<file path="src/tsbs_map.svh">
`ifndef TSBS_MAP_SVH
`define TSBS_MAP_SVH
`define TSBS_CLK_HZ 40000000
`define TSBS_TICK_MS 1000
`define TSBS_TICK_CYCLES ((`TSBS_CLK_HZ / 1000) * `TSBS_TICK_MS)
`define TSBS_ST_PREHEAT_FAIL 8'h01
`define TSBS_ST_FLAME_PREHEAT 8'h02
`define TSBS_ST_FLAME_PURGE 8'h03
`define TSBS_ST_NO_FLAME 8'h04
`define TSBS_ST_FLAME_LOST 8'h05
`define TSBS_ST_OVERHEAT 8'h09
`define TSBS_ST_STANDBY 8'h6E
`define TSBS_ST_STARTUP 8'h6F
`define TSBS_ST_LEVEL1 8'h70
`define TSBS_ST_LEVEL2 8'h71
`define TSBS_PREHEAT_S 16'h003C
`define TSBS_PREPURGE_S 16'h001E
`define TSBS_PREIGN_S 16'h0005
`define TSBS_POSTIGN_S 16'h0005
`define TSBS_SAFETY_S 16'h0005
`define TSBS_L2DELAY_S 16'h003C
`define TSBS_HOLD_S 16'h003C
`define TSBS_KWS_PER_KWH 48'h0E10
`endif

</file>
<file path="src/tsbs_pkg.sv">
package tsbs_pkg;
  typedef enum logic [3:0] {
    TSBS_IDLE, TSBS_PREHEAT, TSBS_PURGE, TSBS_PREIGN, TSBS_SAFETY,
    TSBS_RUN, TSBS_LOCK
  } tsbs_state_t;
  typedef struct packed {
    logic fan_motor;
    logic valve_level_one;
    logic valve_level_two;
    logic oil_preheat;
    logic ignition;
  } tsbs_drive_t;
  typedef struct packed {
    logic [15:0] preheat;
    logic [15:0] prepurge_interval;
    logic [15:0] pre_ignite;
    logic [15:0] post_ignite;
    logic [15:0] safety;
    logic [15:0] second_level_delay;
    logic [15:0] fault_hold_interval;
  } tsbs_times_t;
endpackage

</file>
<file path="src/tsbs_burner.sv">
`timescale 1ns/1ps
`include "tsbs_map.svh"
module tsbs_burner #(
  parameter int unsigned TICK_CYCLES = `TSBS_TICK_CYCLES,
  parameter int unsigned CNT_W = 32
) (
  input wire logic MCLK,
  input wire logic RESET_N,
  input wire logic RUN_REQUEST,
  input wire logic SECOND_LEVEL_REQUEST,
  input wire logic OVERHEAT,
  input wire logic OIL_THERMOSTAT,
  input wire logic FLAME,
  input wire logic FAULT_RESET,
  input wire logic SERVICE_RESET,
  input wire logic RELIGHT_ALLOWED,
  input wire tsbs_pkg::tsbs_times_t TIMES,
  input wire logic [15:0] LEVEL_ONE_POWER,
  input wire logic [15:0] LEVEL_TWO_POWER,
  output tsbs_pkg::tsbs_drive_t DRIVE,
  output logic [7:0] STATUS,
  output logic FAIL,
  output logic [CNT_W-1:0] LEVEL_ONE_SECONDS,
  output logic [CNT_W-1:0] LEVEL_TWO_SECONDS,
  output logic [CNT_W-1:0] START_COUNT,
  output logic [47:0] ENERGY_TOTAL
);
  initial begin
    if (TICK_CYCLES < 2 || CNT_W < 8 || CNT_W > 48) begin
      $error("tsbs_burner: unsupported parameter values");
    end
  end

  tsbs_pkg::tsbs_state_t state_reg;
  logic [31:0] tick_cnt_reg;
  logic tick;
  logic [15:0] seq_timer_reg;
  logic [15:0] ign_timer_reg;
  logic [15:0] l2_timer_reg;
  logic [47:0] energy_sub_reg;
  logic flame_seen_reg;

  // Seconds time base
  // fixed tick
  always_ff @(posedge MCLK or negedge RESET_N) begin
    if (!RESET_N) begin
      tick_cnt_reg <= 32'h0;
    end else if (tick_cnt_reg == TICK_CYCLES - 1) begin
      tick_cnt_reg <= 32'h0;
    end else begin
      tick_cnt_reg <= tick_cnt_reg + 32'h1;
    end
  end
  assign tick = (tick_cnt_reg == TICK_CYCLES - 1);

  function automatic logic expired(input logic [15:0] t);
    return (t == 16'h0);
  endfunction

  function automatic logic [15:0] count_down(input logic [15:0] t, input logic tk);
    return (tk && t != 16'h0) ? t - 16'h1 : t;
  endfunction

  always_ff @(posedge MCLK or negedge RESET_N) begin
    if (!RESET_N) begin
      state_reg <= tsbs_pkg::TSBS_IDLE;
      seq_timer_reg <= 16'h0;
      STATUS <= `TSBS_ST_STANDBY;
      FAIL <= 1'b0;
      flame_seen_reg <= 1'b0;
    end else if (OVERHEAT && !(state_reg == tsbs_pkg::TSBS_LOCK && FAIL &&
                 STATUS == `TSBS_ST_OVERHEAT)) begin
      state_reg <= tsbs_pkg::TSBS_LOCK;
      seq_timer_reg <= TIMES.fault_hold_interval;
      STATUS <= `TSBS_ST_OVERHEAT;
      FAIL <= 1'b1;
    end else begin
      case (state_reg)
        tsbs_pkg::TSBS_IDLE: begin
          STATUS <= `TSBS_ST_STANDBY;
          FAIL <= 1'b0;
          flame_seen_reg <= 1'b0;
          if (RUN_REQUEST && !OVERHEAT) begin
            state_reg <= tsbs_pkg::TSBS_PREHEAT;
            seq_timer_reg <= TIMES.preheat;
            STATUS <= `TSBS_ST_STARTUP;
          end
        end
        tsbs_pkg::TSBS_PREHEAT: begin
          seq_timer_reg <= count_down(seq_timer_reg, tick);
          if (!RUN_REQUEST) begin
            state_reg <= tsbs_pkg::TSBS_IDLE;
            STATUS <= `TSBS_ST_STANDBY;
          end else if (FLAME) begin
            state_reg <= tsbs_pkg::TSBS_LOCK;
            seq_timer_reg <= TIMES.fault_hold_interval;
            STATUS <= `TSBS_ST_FLAME_PREHEAT;
            FAIL <= 1'b1;
          end else if (OIL_THERMOSTAT) begin
            state_reg <= tsbs_pkg::TSBS_PURGE;
            seq_timer_reg <= TIMES.prepurge_interval;
          end else if (expired(seq_timer_reg)) begin
            state_reg <= tsbs_pkg::TSBS_LOCK;
            seq_timer_reg <= TIMES.fault_hold_interval;
            STATUS <= `TSBS_ST_PREHEAT_FAIL;
            FAIL <= 1'b1;
          end
        end
        tsbs_pkg::TSBS_PURGE: begin
          seq_timer_reg <= count_down(seq_timer_reg, tick);
          if (!RUN_REQUEST) begin
            state_reg <= tsbs_pkg::TSBS_IDLE;
            STATUS <= `TSBS_ST_STANDBY;
          end else if (FLAME) begin
            state_reg <= tsbs_pkg::TSBS_LOCK;
            seq_timer_reg <= TIMES.fault_hold_interval;
            STATUS <= `TSBS_ST_FLAME_PURGE;
            FAIL <= 1'b1;
          end else if (expired(seq_timer_reg)) begin
            state_reg <= tsbs_pkg::TSBS_PREIGN;
            seq_timer_reg <= TIMES.pre_ignite;
          end
        end
        tsbs_pkg::TSBS_PREIGN: begin
          seq_timer_reg <= count_down(seq_timer_reg, tick);
          if (!RUN_REQUEST) begin
            state_reg <= tsbs_pkg::TSBS_IDLE;
            STATUS <= `TSBS_ST_STANDBY;
          end else if (FLAME && !flame_seen_reg) begin
            state_reg <= tsbs_pkg::TSBS_LOCK;
            seq_timer_reg <= TIMES.fault_hold_interval;
            STATUS <= `TSBS_ST_FLAME_PURGE;
            FAIL <= 1'b1;
          end else if (expired(seq_timer_reg)) begin
            state_reg <= tsbs_pkg::TSBS_SAFETY;
            seq_timer_reg <= TIMES.safety;
          end
        end
        tsbs_pkg::TSBS_SAFETY: begin
          seq_timer_reg <= count_down(seq_timer_reg, tick);
          if (!RUN_REQUEST) begin
            state_reg <= tsbs_pkg::TSBS_IDLE;
            STATUS <= `TSBS_ST_STANDBY;
          end else if (FLAME) begin
            state_reg <= tsbs_pkg::TSBS_RUN;
            flame_seen_reg <= 1'b1;
            STATUS <= `TSBS_ST_LEVEL1;
          end else if (expired(seq_timer_reg)) begin
            state_reg <= tsbs_pkg::TSBS_LOCK;
            seq_timer_reg <= TIMES.fault_hold_interval;
            STATUS <= `TSBS_ST_NO_FLAME;
            FAIL <= 1'b1;
          end
        end
        tsbs_pkg::TSBS_RUN: begin
          STATUS <= DRIVE.valve_level_two ? `TSBS_ST_LEVEL2 : `TSBS_ST_LEVEL1;
          if (!RUN_REQUEST) begin
            state_reg <= tsbs_pkg::TSBS_IDLE;
            flame_seen_reg <= 1'b0;
            STATUS <= `TSBS_ST_STANDBY;
          end else if (!FLAME) begin
            if (RELIGHT_ALLOWED) begin
              state_reg <= tsbs_pkg::TSBS_SAFETY;
              seq_timer_reg <= TIMES.safety;
              STATUS <= `TSBS_ST_STARTUP;
            end else begin
              state_reg <= tsbs_pkg::TSBS_LOCK;
              seq_timer_reg <= TIMES.fault_hold_interval;
              STATUS <= `TSBS_ST_FLAME_LOST;
              FAIL <= 1'b1;
            end
          end
        end
        tsbs_pkg::TSBS_LOCK: begin
          flame_seen_reg <= 1'b0;
          seq_timer_reg <= count_down(seq_timer_reg, tick);
          if (expired(seq_timer_reg) && FAULT_RESET && !OVERHEAT) begin
            state_reg <= tsbs_pkg::TSBS_IDLE;
            STATUS <= `TSBS_ST_STANDBY;
            FAIL <= 1'b0;
          end
        end
        default: begin
          state_reg <= tsbs_pkg::TSBS_IDLE;
          STATUS <= `TSBS_ST_STANDBY;
          FAIL <= 1'b0;
        end
      endcase
    end
  end

  // Ignition hold after flame
  // post ignition
  always_ff @(posedge MCLK or negedge RESET_N) begin
    if (!RESET_N) begin
      ign_timer_reg <= 16'h0;
    end else if (state_reg != tsbs_pkg::TSBS_RUN) begin
      ign_timer_reg <= TIMES.post_ignite;
    end else begin
      ign_timer_reg <= count_down(ign_timer_reg, tick);
    end
  end

  always_ff @(posedge MCLK or negedge RESET_N) begin
    if (!RESET_N) begin
      l2_timer_reg <= 16'h0;
    end else if (state_reg != tsbs_pkg::TSBS_RUN || !SECOND_LEVEL_REQUEST) begin
      l2_timer_reg <= TIMES.second_level_delay;
    end else begin
      l2_timer_reg <= count_down(l2_timer_reg, tick);
    end
  end

  always_ff @(posedge MCLK or negedge RESET_N) begin
    if (!RESET_N) begin
      DRIVE <= '0;
    end else if (OVERHEAT) begin
      DRIVE <= '0;
    end else begin
      DRIVE.oil_preheat <= state_reg inside {tsbs_pkg::TSBS_PREHEAT, tsbs_pkg::TSBS_PURGE,
        tsbs_pkg::TSBS_PREIGN, tsbs_pkg::TSBS_SAFETY, tsbs_pkg::TSBS_RUN};
      DRIVE.fan_motor <= state_reg inside {tsbs_pkg::TSBS_PURGE, tsbs_pkg::TSBS_PREIGN,
        tsbs_pkg::TSBS_SAFETY, tsbs_pkg::TSBS_RUN};
      DRIVE.ignition <= state_reg inside {tsbs_pkg::TSBS_PREIGN, tsbs_pkg::TSBS_SAFETY} ||
        (state_reg == tsbs_pkg::TSBS_RUN && !expired(ign_timer_reg));
      DRIVE.valve_level_one <= state_reg inside {tsbs_pkg::TSBS_SAFETY, tsbs_pkg::TSBS_RUN};
      DRIVE.valve_level_two <= state_reg == tsbs_pkg::TSBS_RUN && SECOND_LEVEL_REQUEST &&
        expired(l2_timer_reg);
    end
  end

  // Service counters
  always_ff @(posedge MCLK or negedge RESET_N) begin
    if (!RESET_N) begin
      LEVEL_ONE_SECONDS <= '0;
      LEVEL_TWO_SECONDS <= '0;
      START_COUNT <= '0;
    end else if (SERVICE_RESET) begin
      LEVEL_ONE_SECONDS <= '0;
      LEVEL_TWO_SECONDS <= '0;
      START_COUNT <= '0;
    end else begin
      if (state_reg == tsbs_pkg::TSBS_IDLE && RUN_REQUEST && !OVERHEAT) begin
        START_COUNT <= START_COUNT + 1'b1;
      end
      if (tick && DRIVE.valve_level_one && !DRIVE.valve_level_two &&
          state_reg == tsbs_pkg::TSBS_RUN) begin
        LEVEL_ONE_SECONDS <= LEVEL_ONE_SECONDS + 1'b1;
      end
      if (tick && DRIVE.valve_level_two && state_reg == tsbs_pkg::TSBS_RUN) begin
        LEVEL_TWO_SECONDS <= LEVEL_TWO_SECONDS + 1'b1;
      end
    end
  end

  // Energy in kW-seconds, rolled into kWh
  logic [47:0] energy_sum;
  assign energy_sum = energy_sub_reg + {32'h0, DRIVE.valve_level_two ? LEVEL_TWO_POWER :
    LEVEL_ONE_POWER};
  always_ff @(posedge MCLK or negedge RESET_N) begin
    if (!RESET_N) begin
      energy_sub_reg <= 48'h0;
      ENERGY_TOTAL <= 48'h0;
    end else if (tick && state_reg == tsbs_pkg::TSBS_RUN) begin
      // High ratings may give several kWh in one second
      energy_sub_reg <= energy_sum % `TSBS_KWS_PER_KWH;
      ENERGY_TOTAL <= ENERGY_TOTAL + energy_sum / `TSBS_KWS_PER_KWH;
    end
  end
endmodule

</file>
<file path="config.mk">
export PLATFORM = sky130hd
export DESIGN_NAME = tsbs_burner
export DESIGN_NICKNAME = d
export VERILOG_FILES = /design/src/tsbs_pkg.sv /design/src/tsbs_burner.sv
export VERILOG_INCLUDE_DIRS = /design/src
export SDC_FILE = /design/constraint.sdc
export NUM_CORES = 1
export LEC_CHECK = 0
export ABC_AREA = 1
export BUFFER_PORTS_ARGS = -buffer_cell sky130_fd_sc_hd__buf_2
export CAP_MARGIN = 20
export CORE_MARGIN = 10
export CORE_UTILIZATION = 50
export DETAILED_ROUTE_END_ITERATION = 12
export GPL_TIMING_DRIVEN = 0
export PLACE_DENSITY = 0.69
export SLEW_MARGIN = 20
export SYNTH_ARGS = -nofsm -noshare
export SYNTH_HDL_FRONTEND = slang
export SYNTH_SLANG_ARGS = --single-unit
</file>
<file path="constraint.sdc">
create_clock -name MCLK -period 43.8 [get_ports MCLK]
set_input_delay 8.76 -clock MCLK [delete_from_list [all_inputs] [get_ports MCLK]]
set_output_delay 8.76 -clock MCLK [all_outputs]
set_load 0.01 [all_outputs]
</file>
==> impl_metrics.toml <==
[sta]
setup_viol = 0
rsz0062_at_grt = "false"
finalHoldViolations = 0
worstMarginPinSlew_ns = 1.05
slew_viol_final = 0
maxSlewHeadroom_pct = 29.1
setup_tns_ns = 0
max_freq_mhz = 24.8
post-route-period-util_pct = 92.2
skew_ns = 0.0280
min_period_ns = 40.36

[clock_tree]
cts.sinks = 289
clk_latency_ns = 0.57
htree_num_levels = 2
cts_tree = "done"
cts-root-buf = "clkbuf_16"
clockBufferDepth = 3
cts.reportedPaths.clkPinSlew_ns = 0.06
cts_buffers = 39

[routing]
drc = 0
vias = 32900
wl_per_cell_um = 15.8
wirelength_mm = 96.3
drt_iter0_markers = 2456
first_pass_iters = 5
via_per_inst = 5.40
detail-route-antenna-nets = 0

[critical_path]
path_max_fanout = 10
crit_path_end_kind = "register"
required_ns = 44.28
critPathMaxStageDelay_ns = 0.46
crit_slowest_cell = "fa_1"
arrival_ns = 40.84
critPathLaunchType = "primary input"
critPathKind = "primary input to register"
cpMostUsedCell = "nand2_4"

[floorplanning]
io_pins = 312
design.core.area_um2 = 61800
die_w_um = 270
die_area_um2 = 73100
die_height_um = 270
num_rows = 91
initial_core_util_pct = 50.7

[logic_synthesis]
synthFlopType = "dfrtp_1"
synthArstFlopShare_pct = 100
syn_area_per_cell_um2 = 6.43
yosysUniqueCellTypes = 80
synth_enable_flop_cells = 0
syn_inst = 4869
yosysWarnings = 0
yosysSeqAreaShare_pct = 23.1
yosys_register_bits = 289
syn_area_um2 = 31300

[pwr]
leakage_nw = 18.6
powerDensity_nw_per_um2 = 25.8
irDropWorstVdd_uv = 35.0
swShare_pct = 36.8
p_int_uw = 578
switchingPower_uw = 337
share_seq_of_total_power_pct = 31.6
combPwrFrac_pct = 31.0
p_clk_share_pct = 37.4

[global_route]
antenna_found_initial = 11
grt_first_pass_wirelength_mm = 156
grt_max_degree = 86
grt_overflow = 0
grtUsageTotal_pct = 25.2
grt_pass1_vias = 30800

[final_layout]
areaGrowthSynthToFinish_pct = 13.1
final_util_pct = 57.3
drive_gt1_share_pct = 20.3
fillers = 6184
final_common_cell = "nand2_1"
final_cell_mix = "nand2_1, inv_1, nor2_1, nand3_1, buf_2"
fin_nets = 5441

[outcome]
status = "complete, no violations"

[min_path]
hp-class = "register to register"

[placed_design]
dp_hpwl_mm = 76.5
place_congestion = 1.02
io_buffers = 310

[job]
maxCapViolCount = 0
==> layer usage <==
metal | wire [um] | GRT usage [%] | up-vias
li1 | - | - | 16600
met1 | 41900 | 31.9 | 15100
met2 | 44100 | 42.0 | 1003
met3 | 7500 | 6.03 | 193
met4 | 2740 | 7.53 | 10
met5 | 67 | 0 | -
==> synthesized netlist by cell type (all sizes together), types with 63 or more instances <==
master	number	area [um^2]
o21ai	333	1690
nand3	407	2370
nor2	554	2580
inv	722	2720
nor3	98	502
clkbuf	67	272
nand4	108	688
nand2	1512	7240
dfrtp	285	7130
xor2	132	1190
o211ai	63	503
a21oi	191	1030
==> area by class of cell <==
class	instances	area (um^2)	area share (%)
multi-input combinational	3754	20800	58.8
sequential	289	7240	20.4
inverter	745	2890	8.16
timing repair buffer	313	1640	4.64
clock buffer	55	1180	3.32
tap	837	1050	2.96
buffer	82	380	1.07
clock inverter	16	186	0.526
antenna	6	15.0	0.0424
==> power by group through the flow <==
stage	sequential [mW]	clock [mW]	combinational, mW
after detailed placement	0.293	0	0.277
final	0.289	0.342	0.283
after CTS	0.289	0.349	0.279
after global placement	0.294	0	0.273
after floorplan	0.291	0	0.202
after global routing	0.290	0.360	0.316
==> what timing repair did <==
action                                  in CTS  in global routing
hold buffers                                 0                  0
endpoints found under the setup margin       0                  4
gates resized for setup                      0                  3
buffers inserted                             0                  0
==> stage by stage <==
| step | setup WS [ns] | hold WS, ns | instances | cell area, um^2 | total power, mW |
|---|---|---|---|---|---|
| after CTS | 2.86 | 0.461 | 6091 | 35400 | 0.916 |
| after global routing | 0.00107 | 0.479 | 6097 | 35400 | 0.966 |
| after floorplan | 8.66 | 0.433 | 4870 | 31300 | 0.493 |
| after detailed placement | 2.44 | 0.453 | 6020 | 34000 | 0.570 |
| after global placement | 2.75 | 0.452 | 6017 | 33900 | 0.567 |
| final | 3.44 | 0.457 | 6097 | 35400 | 0.915 |
==> cells by family after synthesis <==
family / count (synthesis) / synth area share [%]
AOI/OAI and AO/OA: 745 / 14.2
xor gates and xnor gates: 185 / 5.27
adders and majority gates: 63 / 2.56
buffers and inverters: 827 / 10.4
DFF: 289 / 23.1
muxes: 1 / 0.0320
other: 1 / 0.0120
and+or+nand+nor: 2758 / 44.4
==> worst paths after layout <==
| path | startpoint | to | slack [ns] | cells past startpoint |
|---|---|---|---|---|
| hold / removal | tick_cnt_reg[0]$_DFF_PN0_ | tick_cnt_reg[0]$_DFF_PN0_ | 0.46 | 1 |
| setup / recovery | LEVEL_TWO_POWER[0] | ENERGY_TOTAL[44]$_DFFE_PN0P_ | 3.44 | 264 |
| max in group asynchronous | RESET_N | energy_sub_reg[13]$_DFFE_PN0P_ | 34.48 | 3 |
| hold reg to reg | tick_cnt_reg[0]$_DFF_PN0_ | tick_cnt_reg[0]$_DFF_PN0_ | 0.46 | 1 |
| setup reg to reg | DRIVE[2]$_DFF_PN0_ | ENERGY_TOTAL[44]$_DFFE_PN0P_ | 9.44 | 266 |
| min in group asynchronous | RESET_N | seq_timer_reg[6]$_DFFE_PN0P_ | 8.13 | 1 |
==> critical path, delay by kind of cell <==
| family | cells | cell delay (ns) |
|---|---|---|
| compound gates | 26 | 5.11 |
| xor+xnor | 3 | 0.88 |
| fa+ha+maj | 4 | 1.35 |
| buf+inv | 13 | 1.21 |
| simple gates | 218 | 23.46 |
(Power assumes the default switching activity.)
